==> src/rtl/emb_pkg.sv <==
/*
  Constants and types of the external memory bus port.
  Assumes twelve oscillator periods per machine cycle.
*/
package emb_pkg;

  // Machine cycle framing, in oscillator periods
  localparam logic [3:0]  PH_LAST      = 4'hb;
  localparam logic [3:0]  PH_MID_LAST  = 4'h5;

  // Positions inside one half cycle
  localparam logic [2:0] ALE_H_FIRST  = 3'h1;
  localparam logic [2:0] ALE_H_LAST   = 3'h2;
  localparam logic [2:0] ADDR_H_LAST  = 3'h3;
  localparam logic [2:0] PROGRAM_FETCH_STROBE_H_FIRST = 3'h4;
  localparam logic [2:0] HALF_LAST    = 3'h5;
  localparam logic [2:0] XSTB_H_LAST  = 3'h4;
  localparam logic [2:0] XSAMPLE_H    = 3'h4;
  localparam logic [2:0] FSAMPLE_H    = 3'h5;

  // Latch contents after reset and on every external access
  localparam logic [7:0] LATCH_RESET  = 8'hff;
  localparam logic [7:0] LATCH_ONES   = 8'hff;

  // Strobe port bits that carry the data write and read strobes
  localparam int unsigned WR_BIT = 6;
  localparam int unsigned RD_BIT = 7;

  typedef enum logic [1:0] {
    PORT_LOW,
    PORT_HIGH,
    PORT_STROBE
  } emb_port_type;

  typedef enum logic [2:0] {
    LOP_BYTE,
    LOP_SET,
    LOP_CLEAR,
    LOP_CARRY
  } emb_lop_type;

  typedef enum logic [1:0] {
    ST_INT_FETCH,
    ST_EXT_FETCH,
    ST_XADDR,
    ST_XDATA
  } emb_state_type;

  // External data move request
  typedef struct packed {
    logic        write;
    logic        wide;
    logic [15:0] addr;
    logic [7:0]  wdata;
  } emb_xreq_type;

  // Port latch write request
  typedef struct packed {
    emb_port_type port;
    emb_lop_type  op;
    logic [2:0]   bit_idx;
    logic [7:0]   data;
    logic         carry;
  } emb_lwr_type;

endpackage

==> src/rtl/emb_latch_alu.sv <==
/*
  Port latch modifier: byte write, or one bit rewritten in the old byte.
  Assumes the caller supplies the current latch, never the pin level.
*/
`timescale 1ns/1ps
`default_nettype none

module emb_latch_alu (
  // Old latch byte
  input  wire logic                 [7:0] old_byte,
  // Request
  input  wire emb_pkg::emb_lwr_type       req,
  // Result
  output var  logic                 [7:0] new_byte
);

  // Bit ops rewrite the whole byte with one bit changed
  for (genvar i = 0; i < 8; i++) begin : g_bit
    wire hit = (req.bit_idx == 3'(i));
    wire bit_val = (req.op == emb_pkg::LOP_SET)   ? 1'b1 :
                   (req.op == emb_pkg::LOP_CLEAR) ? 1'b0 : req.carry;
    assign new_byte[i] = (req.op == emb_pkg::LOP_BYTE) ? req.data[i] :
                         hit ? bit_val : old_byte[i];
  end

endmodule

`default_nettype wire

==> src/rtl/emb_port.sv <==
/*
  External memory bus port of a small 8-bit core: multiplexed low
  port, high address port, the strobes and the port latches.
  Assumes core requests synchronous to CLK.

// Functional notes
// Read-modify-write reads take the latch, not pin
// Bit writes rewrite full latch byte, one bit
// Fetch strobe for code, read/write for data
// Fetches 16-bit; data moves 16 or 8 bit
// Wide address high byte driven whole cycle
// High latch untouched; pins return after cycle
// Narrow data moves keep high latch on pins
// Low port multiplexed, push-pull during accesses
// Low address valid at strobe falling edge
// Write data before and after write strobe
// Read data sampled just before strobe release
// Every external access sets low latch ones
// External fetch on select or beyond ROM
// External execution dedicates high port to address
// No fetch strobe on internal fetches
// Fetch strobe twice per cycle except data moves
// Data read cycle spans twelve oscillator periods
// Program fetch cycle spans six oscillator periods
// Address strobe twice every machine cycle
// Drop first strobe of data move cycle two
// Strobe disable mode suppresses strobe output
// Without data moves strobe runs at one sixth
// Suppress bit kept overridden by external activity
// Data strobes need latch one, else low
// After access low port returns to latch
*/
`timescale 1ns/1ps
`default_nettype none

module emb_port #(
  parameter int unsigned OSC_DIV       = 1,
  parameter int unsigned INT_ROM_BYTES = 4096
) (
  // Clock and reset
  input  wire logic                  CLK,
  input  wire logic                  ARST_N,
  // Mode inputs from the core
  input  wire logic                  STROBE_SUPPRESS,
  input  wire logic                  CODE_MOVE,
  // Program fetch
  input  wire logic           [15:0] FETCH_ADDR,
  output var  logic                  FETCH_TAKE,
  output var  logic                  FETCH_EXT,
  output var  logic                  FETCH_VALID,
  output var  logic           [7:0]  FETCH_DATA,
  // External data move
  input  wire logic                  XREQ,
  input  wire emb_pkg::emb_xreq_type XREQ_INFO,
  output var  logic                  XREQ_TAKE,
  output var  logic                  XDONE,
  output var  logic           [7:0]  XRDATA,
  // Port latch write and read
  input  wire logic                  LWR_EN,
  input  wire emb_pkg::emb_lwr_type  LWR,
  input  wire logic                  PRD_REQ,
  input  wire emb_pkg::emb_port_type PRD_PORT,
  input  wire logic                  PRD_LATCH,
  output var  logic                  PRD_VALID,
  output var  logic           [7:0]  PRD_DATA,
  output var  logic           [7:0]  LOW_LATCH,
  output var  logic           [7:0]  HIGH_LATCH,
  output var  logic           [7:0]  STROBE_LATCH,
  // Pins
  input  wire logic                  EXT_ACCESS_SELECT_N,
  input  wire logic           [7:0]  LOW_PORT_IN,
  output var  logic           [7:0]  LOW_PORT_OUT,
  output var  logic           [7:0]  LOW_PORT_OE_N,
  input  wire logic           [7:0]  HIGH_PORT_IN,
  output var  logic           [7:0]  HIGH_PORT_OUT,
  output var  logic           [7:0]  HIGH_PORT_OE_N,
  output var  logic                  ADDR_LATCH_STROBE,
  output var  logic                  ADDR_LATCH_STROBE_OE_N,
  output var  logic                  PROG_FETCH_STROBE_N,
  output var  logic                  DATA_RD_N,
  output var  logic                  DATA_WR_N
);

  if (OSC_DIV < 1 || OSC_DIV > 256) begin : g_bad_div
    $error("OSC_DIV must lie in 1..256");
  end
  if (INT_ROM_BYTES > 65536) begin : g_bad_rom
    $error("INT_ROM_BYTES must not exceed 65536");
  end

  localparam logic [7:0]  DIV_LAST  = 8'(OSC_DIV - 1);
  localparam logic [16:0] ROM_LIMIT = 17'(INT_ROM_BYTES);

  // Synchronised pins
  logic [7:0] low_pin;
  logic [7:0] high_pin;
  logic       ea_n_pin;

  emb_sync #(
    .WIDTH (17)
  ) u_sync (
    .clk    (CLK),
    .arst_n (ARST_N),
    .din    ({EXT_ACCESS_SELECT_N, HIGH_PORT_IN, LOW_PORT_IN}),
    .dout   ({ea_n_pin, high_pin, low_pin})
  );

  // Oscillator period enable and phase counter
  logic [7:0]             osc_cnt;
  logic [3:0]             ph;
  emb_pkg::emb_state_type state;
  emb_pkg::emb_state_type next_state;
  emb_pkg::emb_xreq_type  xreq;
  logic [15:0]            fetch_addr;

  wire       osc_tick  = (osc_cnt == DIV_LAST);
  wire       first_hlf = (ph <= emb_pkg::PH_MID_LAST);
  wire [2:0] half_pos  = first_hlf ? ph[2:0] : 3'(ph - 4'h6);
  wire       half_end  = osc_tick && (half_pos == emb_pkg::HALF_LAST);

  // Bus state decode
  wire st_ext_fetch = (state == emb_pkg::ST_EXT_FETCH);
  wire st_xaddr     = (state == emb_pkg::ST_XADDR);
  wire st_xdata     = (state == emb_pkg::ST_XDATA);
  wire st_xmove     = st_xaddr || st_xdata;

  // Next fetch source: select pin or beyond internal memory
  wire ext_sel  = !ea_n_pin || ({1'b0, FETCH_ADDR} >= ROM_LIMIT);
  wire xstart   = half_end && first_hlf && XREQ && !st_xmove;
  wire fstart   = half_end && !xstart && !st_xaddr;
  wire bus_open = fstart ? ext_sel : xstart;

  always_comb begin
    next_state = state;
    case (state)
      emb_pkg::ST_XADDR: begin
        next_state = emb_pkg::ST_XDATA;
      end
      emb_pkg::ST_INT_FETCH, emb_pkg::ST_EXT_FETCH,
      emb_pkg::ST_XDATA: begin
        if (xstart) begin
          next_state = emb_pkg::ST_XADDR;
        end else begin
          next_state = ext_sel ? emb_pkg::ST_EXT_FETCH
                               : emb_pkg::ST_INT_FETCH;
        end
      end
      default: begin
        next_state = emb_pkg::ST_INT_FETCH;
      end
    endcase
  end

  always_ff @(posedge CLK or negedge ARST_N) begin
    if (!ARST_N) begin
      osc_cnt <= 8'h00;
    end else begin
      osc_cnt <= osc_tick ? 8'h00 : 8'(osc_cnt + 8'h01);
    end
  end

  // Six periods a half, twelve a cycle: see R17 see R18
  always_ff @(posedge CLK or negedge ARST_N) begin
    if (!ARST_N) begin
      ph <= 4'h0;
    end else if (osc_tick) begin
      ph <= (ph == emb_pkg::PH_LAST) ? 4'h0 : 4'(ph + 4'h1);
    end
  end

  always_ff @(posedge CLK or negedge ARST_N) begin
    if (!ARST_N) begin
      state <= emb_pkg::ST_INT_FETCH;
    end else if (half_end) begin
      state <= next_state;
    end
  end

  // Addresses are held for the whole half cycle they belong to
  always_ff @(posedge CLK or negedge ARST_N) begin
    if (!ARST_N) begin
      fetch_addr <= 16'h0000;
      xreq       <= '0;
    end else begin
      if (fstart) begin
        fetch_addr <= FETCH_ADDR;
      end
      if (xstart) begin
        xreq <= XREQ_INFO;
      end
    end
  end

  // Port latches
  logic [7:0] low_latch;
  logic [7:0] high_latch;
  logic [7:0] strobe_latch;
  logic [7:0] alu_result;

  // Modifier always works on the latch of the addressed port
  wire [7:0] alu_old = (LWR.port == emb_pkg::PORT_LOW)  ? low_latch  :
                       (LWR.port == emb_pkg::PORT_HIGH) ? high_latch :
                       strobe_latch;

  emb_latch_alu u_alu (
    .old_byte (alu_old),
    .req      (LWR),
    .new_byte (alu_result)
  );

  wire wr_low    = LWR_EN && (LWR.port == emb_pkg::PORT_LOW);
  wire wr_high   = LWR_EN && (LWR.port == emb_pkg::PORT_HIGH);
  wire wr_strobe = LWR_EN && (LWR.port == emb_pkg::PORT_STROBE);

  // Bus access wins over a core write in the same cycle
  always_ff @(posedge CLK or negedge ARST_N) begin
    if (!ARST_N) begin
      low_latch <= emb_pkg::LATCH_RESET;
    end else if (bus_open) begin
      low_latch <= emb_pkg::LATCH_ONES;
    end else if (wr_low) begin
      low_latch <= alu_result;
    end
  end

  // Address output never touches the high latch
  always_ff @(posedge CLK or negedge ARST_N) begin
    if (!ARST_N) begin
      high_latch   <= emb_pkg::LATCH_RESET;
      strobe_latch <= emb_pkg::LATCH_RESET;
    end else begin
      if (wr_high) begin
        high_latch <= alu_result;
      end
      if (wr_strobe) begin
        strobe_latch <= alu_result;
      end
    end
  end

  // Core port reads: latch for read-modify-write, pins otherwise
  wire [7:0] prd_latch_val = (PRD_PORT == emb_pkg::PORT_LOW)  ? low_latch :
                             (PRD_PORT == emb_pkg::PORT_HIGH) ? high_latch :
                             strobe_latch;
  // Strobe port pins are outputs here, so their read returns the latch
  wire [7:0] prd_pin_val   = (PRD_PORT == emb_pkg::PORT_LOW)  ? low_pin :
                             (PRD_PORT == emb_pkg::PORT_HIGH) ? high_pin :
                             strobe_latch;
  wire [7:0] prd_value     = PRD_LATCH ? prd_latch_val
                                       : prd_pin_val;

  // Pin decode
  wire addr_slot = (half_pos <= emb_pkg::ADDR_H_LAST);
  wire ale_slot  = (half_pos >= emb_pkg::ALE_H_FIRST) &&
                   (half_pos <= emb_pkg::ALE_H_LAST);
  // Second cycle of a data move has no leading address strobe
  wire ale_level = ale_slot && !st_xdata; // see R19
  wire ale_force = st_ext_fetch || st_xmove || CODE_MOVE;
  wire ale_oe    = !STROBE_SUPPRESS || ale_force;
  wire program_fetch_strobe_on   = st_ext_fetch &&
                   (half_pos >= emb_pkg::PROGRAM_FETCH_STROBE_H_FIRST); // see R15
  wire xstb_on   = st_xdata && (half_pos <= emb_pkg::XSTB_H_LAST);
  wire rd_on     = xstb_on && !xreq.write;
  wire wr_on     = xstb_on && xreq.write;

  // Low port: address first, then write data both sides of the strobe
  wire lo_addr   = (st_ext_fetch || st_xaddr) && addr_slot;
  wire lo_wdata  = xreq.write && ((st_xaddr && !addr_slot) ||
                   st_xdata);
  wire [7:0] lo_addr_val = st_xaddr ? xreq.addr[7:0] : fetch_addr[7:0];
  wire [7:0] lo_bus_val  = lo_addr ? lo_addr_val : xreq.wdata;
  wire       lo_bus      = lo_addr || lo_wdata;

  // High port: program counter or wide pointer, else the latch
  wire hi_pc   = st_ext_fetch;
  wire hi_wide = st_xmove && xreq.wide; // see R04 see R05
  wire [7:0] hi_bus_val = hi_pc ? fetch_addr[15:8] : xreq.addr[15:8];
  wire       hi_bus     = hi_pc || hi_wide;

  // Strobe pins follow the strobe only while their latch bit is one
  wire rd_pin_n = strobe_latch[emb_pkg::RD_BIT] && !rd_on;
  wire wr_pin_n = strobe_latch[emb_pkg::WR_BIT] && !wr_on;

  // Decoded before strobe release; delayed below for the pin sync
  wire fsample = osc_tick && st_ext_fetch &&
                 (half_pos == emb_pkg::FSAMPLE_H);
  wire xsample = osc_tick && st_xdata &&
                 (half_pos == emb_pkg::XSAMPLE_H);

  // Registered pin outputs
  always_ff @(posedge CLK or negedge ARST_N) begin
    if (!ARST_N) begin
      ADDR_LATCH_STROBE      <= 1'b0;
      ADDR_LATCH_STROBE_OE_N <= 1'b0;
      PROG_FETCH_STROBE_N    <= 1'b1;
      DATA_RD_N              <= 1'b1;
      DATA_WR_N              <= 1'b1;
    end else begin
      ADDR_LATCH_STROBE      <= ale_level;
      ADDR_LATCH_STROBE_OE_N <= !ale_oe;
      PROG_FETCH_STROBE_N    <= !program_fetch_strobe_on;
      DATA_RD_N              <= rd_pin_n;
      DATA_WR_N              <= wr_pin_n;
    end
  end

  // Open-drain when idle: a latch one releases the pin
  always_ff @(posedge CLK or negedge ARST_N) begin
    if (!ARST_N) begin
      LOW_PORT_OUT   <= emb_pkg::LATCH_RESET;
      LOW_PORT_OE_N  <= emb_pkg::LATCH_RESET;
      HIGH_PORT_OUT  <= emb_pkg::LATCH_RESET;
      HIGH_PORT_OE_N <= emb_pkg::LATCH_RESET;
    end else begin
      LOW_PORT_OUT   <= lo_bus ? lo_bus_val : low_latch;
      LOW_PORT_OE_N  <= lo_bus ? 8'h00 : low_latch;
      HIGH_PORT_OUT  <= hi_bus ? hi_bus_val : high_latch;
      HIGH_PORT_OE_N <= hi_bus ? 8'h00 : high_latch;
    end
  end

  // Two-clock pin sync: sampling later keeps the byte inside the strobe
  logic [1:0] fs_d;
  logic [1:0] xs_d;

  // Core-facing answers
  always_ff @(posedge CLK or negedge ARST_N) begin
    if (!ARST_N) begin
      fs_d        <= 2'h0;
      xs_d        <= 2'h0;
      FETCH_TAKE  <= 1'b0;
      FETCH_EXT   <= 1'b0;
      FETCH_VALID <= 1'b0;
      FETCH_DATA  <= 8'h00;
      XREQ_TAKE   <= 1'b0;
      XDONE       <= 1'b0;
      XRDATA      <= 8'h00;
    end else begin
      FETCH_TAKE  <= fstart;
      FETCH_EXT   <= st_ext_fetch;
      fs_d        <= {fs_d[0], fsample};
      xs_d        <= {xs_d[0], xsample};
      FETCH_VALID <= fs_d[1];
      XREQ_TAKE   <= xstart;
      XDONE       <= xs_d[1];
      if (fs_d[1]) begin
        FETCH_DATA <= low_pin;
      end
      if (xs_d[1] && !xreq.write) begin
        XRDATA <= low_pin;
      end
    end
  end

  always_ff @(posedge CLK or negedge ARST_N) begin
    if (!ARST_N) begin
      PRD_VALID    <= 1'b0;
      PRD_DATA     <= 8'h00;
      LOW_LATCH    <= emb_pkg::LATCH_RESET;
      HIGH_LATCH   <= emb_pkg::LATCH_RESET;
      STROBE_LATCH <= emb_pkg::LATCH_RESET;
    end else begin
      PRD_VALID    <= PRD_REQ;
      LOW_LATCH    <= low_latch;
      HIGH_LATCH   <= high_latch;
      STROBE_LATCH <= strobe_latch;
      if (PRD_REQ) begin
        PRD_DATA <= prd_value;
      end
    end
  end

endmodule

`default_nettype wire

==> src/rtl/emb_sync.sv <==
/*
  Two flip-flop synchroniser for a bundle of pin levels.
  Assumes each bit is an independent level; no word coherence is given.
*/
`timescale 1ns/1ps
`default_nettype none

module emb_sync #(
  parameter int unsigned WIDTH = 1
) (
  // Clock and reset
  input  wire logic             clk,
  input  wire logic             arst_n,
  // Levels
  input  wire logic [WIDTH-1:0] din,
  output var  logic [WIDTH-1:0] dout
);

  logic [WIDTH-1:0] stage;

  // First stage is read by the second stage only
  always_ff @(posedge clk or negedge arst_n) begin
    if (!arst_n) begin
      stage <= '0;
      dout  <= '0;
    end else begin
      stage <= din;
      dout  <= stage;
    end
  end

endmodule

`default_nettype wire

==> config.mk <==
export PLATFORM = sky130hd
export DESIGN_NAME = emb_port
export DESIGN_NICKNAME = d
export VERILOG_FILES = /design/src/rtl/emb_pkg.sv /design/src/rtl/emb_latch_alu.sv /design/src/rtl/emb_port.sv /design/src/rtl/emb_sync.sv
export SDC_FILE = /design/constraint.sdc
export NUM_CORES = 1
export LEC_CHECK = 0
export BUFFER_PORTS_ARGS = -buffer_cell sky130_fd_sc_hd__buf_2
export CAP_MARGIN = 5
export CORE_UTILIZATION = 49
export DETAILED_ROUTE_END_ITERATION = 10
export PLACE_DENSITY = 0.76
export SYNTH_ARGS = -nofsm -noshare
export SYNTH_HDL_FRONTEND = slang
export SYNTH_SLANG_ARGS = --single-unit
==> constraint.sdc <==
create_clock -name CLK -period 2.75 [get_ports CLK]
set_input_delay 0.1375 -clock CLK [delete_from_list [all_inputs] [get_ports CLK]]
set_output_delay 0.1375 -clock CLK [all_outputs]
set_load 0.05 [all_outputs]
==> flow_summary.yaml <==
outcome:
  status: "complete, no violations"
timing:
  report.final.setup_viol: 0
  fmax_mhz: 396
  min_period_ps: 2530
  tightest_slew_ps: 641
  setup_total_negative_slack_ps: 0
  grt_setup_unrepaired: "no"
  report.final.hold_viol_count: 0
  fin_worst_skew_ps: 12.0
  min_period_over_period_pct: 91.8
  worst_slew_margin_rel_pct: 57.3
  report.final.slew_viol_count: 0
route:
  detail_route.iter0.violations: 419
  detail_route.wl_per_cell_microns: 19.5
  drt_wl_total_microns: 21600
  drt_pre_antenna_iters: 5
  vias: 6075
  drc_errors: 0
  post_route_antenna_net_violation_count: 0
  viasPerCell: 5.47
clock_tree:
  cts_tree: "done"
  clk_pin_slew_ps: 60
  clkLatencyLatePin_ps: 500
  cts-htree-levels: 1
  clkSinkCount: 209
  clk_root_buffer_cell: "clkbuf_16"
  postCtsSetupRepairBufs: 0
  cts_inserted_buffers: 22
  clock_tree.buffer_depth: 3
global_route:
  maximum_number_of_pins_on_one_net_before_global_route_repair: 83
  vias_in_the_first_global_route: 6362
  global_route.overflow_total: 0
  antenna_found_initial: 0
  grt_pass1_wl_microns: 34200
  grtUsageTotal_pct: 24.8
cells_and_area:
  mostFrequentLayoutCell: "buf_2"
  num_antenna_cells: 0
  post_synthesis_to_final_layout_area_growth_pct: 31.0
  finish.instance_area_sq_um: 11100
  fin_nets: 971
  drive_above_1_share_pct: 44.2
  fillers: 1256
  final_core_util_pct: 66.4
  mostFrequentLayoutCells: "buf_2, dfrtp_1, dfstp_2, dlygate4sd3_1, mux2_2"
min_path:
  hold_path.class: "primary input to register"
synth:
  ys_ff_latch: 209
  ys_warn_count: 0
  synth.cell_area_sq_um: 8490
  ys_seq_area_share_pct: 62.8
  synthesis.nets: 714
  unique_masters_post_synth: 53
  synth-edff-count: 0
  share_of_synthesized_registers_carrying_an_async_set_or_reset_pct: 100
  post_synth_inst_count: 618
  syn_avg_cell_area_sq_um: 13.7
  postSynth.topFlopCell: "dfrtp_1"
critical_path:
  timing.critical_path.from_type: "register"
  timing.critical_path.fanout_max: 16
  crit_chain: "inv_1 -> ha_1 -> o21bai_1 -> a211oi_2 -> a221o_1 -> o211ai_1"
  critPathArrivalTime_ps: 2930
  crit_slowest_cell: "a221o_1"
  critPathCaptureType: "register"
  max_incr_delay_on_cp_ps: 640
  cp.required_ps: 3150
  critPathKind: "register to register"
floorplanning:
  floorplan.initialDensity_pct: 50.7
  die_width_microns: 134
  die-height_microns: 134
  floorplan.io_pins: 177
  die_area_sq_um: 17900
  floorplan.core_area_sq_um: 16800
  row_count: 47
placement:
  post_dp_cell_area_sq_um: 9660
  dp.final_hpwl_microns: 14600
  place.gp.congestion: 0.882
  port_buffers: 176
pwr:
  irDropWorstVdd_mv: 0.576
  leakage_power_figure_nw: 5.12
  power-per-cell-area_nw_per_um2: 767
flow_run:
  max_cap_viol_count: 0
## metrics by stage
step | setup WS [ps] | hold slack, ps | std cells | power [mW]
6_report | 225 | 57.6 | 1111 | 8.54
3_5_place_dp | 256 | 209 | 1000 | 5.46
3_3_place_gp | 338 | 195 | 1000 | 5.41
4_1_cts | 250 | 38.6 | 1111 | 8.58
5_1_grt | 93.8 | 66.2 | 1111 | 8.83
2_1_floorplan | 102 | -158 | 618 | 4.93
## flip-flops by register name (all words and copies together) (netlist names), 16 cells and up
| name | count |
|---|---|
| u_sync.dout | 17 |
| u_sync.stage | 17 |
| xreq | 26 |
| fetch_addr | 16 |
## logic make-up (layout without fill, tap and decap cells)
| group | after synthesis | after routing | share of synthesized area [%] |
|---|---|---|---|
| buffers and inverters | 47 | 320 | 2.28 |
| multiplexers | 101 | 101 | 14.5 |
| adder cells (fa/ha/maj) | 10 | 10 | 1.47 |
| AO/OA/AOI/OAI | 118 | 118 | 10.3 |
| flip-flops | 209 | 209 | 62.8 |
| XOR/XNOR | 8 | 8 | 0.825 |
| AND/OR/NAND/NOR | 125 | 125 | 7.77 |
## timing repair
item	in CTS	in global routing
resized for setup	0	0
hold buffers	71	0
endpoints found under the hold margin	130	0
## critical path: cells and delay by family, from the launching register on
| kind | cells | cell delay [ps] |
|---|---|---|
| buf+inv | 1 | 160 |
| fa+ha+maj | 1 | 260 |
| flops | 1 | 460 |
| compound gates | 4 | 1540 |
## path summary, 6_finish.rpt
| kind | startpoint | endpoint | slack (ps) | cells past startpoint |
|---|---|---|---|---|
| max | ph[1] | LOW_PORT_OUT[3] | 220 | 6 |
| min | XREQ | XREQ_TAKE | 60 | 5 |
| max reg2reg | ph[1] | LOW_PORT_OUT[3] | 220 | 6 |
| min reg2reg | u_sync.stage[12] | u_sync.dout[12] | 340 | 0 |
| max in group asynchronous | ARST_N | HIGH_PORT_OE_N[0] | 1550 | 3 |
| min in group asynchronous | ARST_N | PRD_DATA[1] | 230 | 2 |
## area by class of cell
| cell class | instances | area (sq um) | area share, % |
|---|---|---|---|
| Tap cell | 220 | 275 | 2.47 |
| Timing Repair Buffer | 261 | 1730 | 15.6 |
| Clock inverter | 8 | 100 | 0.900 |
| Sequential cell | 209 | 5330 | 47.9 |
| Clock buffer | 32 | 651 | 5.85 |
| Multi-Input combinational cell | 362 | 2960 | 26.6 |
| Inverter | 19 | 71.3 | 0.641 |
## where the power goes
| group | internal, mW | switching, mW | leakage, nW |
|---|---|---|---|
| Sequential | 3.57 | 0.269 | 2.39 |
| Clock | 1.84 | 1.20 | 0.366 |
| Combinational | 0.530 | 1.13 | 2.37 |
## synth_stat cells (9+ instances only)
cell type	number	area, sq um
o21bai_1	10	75.1
ha_1	10	125
mux2_2	60	676
o211ai_1	25	188
nand2_1	27	101
dfrtp_1	126	3150
nand3_1	15	75.1
mux2i_1	24	240
o31ai_1	16	120
mux2_4	9	135
clkbuf_1	17	63.8
dfstp_2	83	2180
and2_1	9	56.3
nor2b_1	9	56.3
a21oi_1	15	75.1
a211oi_1	9	67.6
inv_1	19	71.3
nor2_1	34	128
## metal layers
| metal | GRT usage (%) | vias to the layer above | routed length, microns |
|---|---|---|---|
| met2 | 41.6 | 256 | 10500 |
| met5 | 0 | - | 0 |
| met3 | 4.76 | 45 | 1350 |
| met4 | 6.57 | 0 | 478 |
| met1 | 33.2 | 3017 | 9320 |
| li1 | - | 2757 | - |
Power figures use the tool's default switching activity.
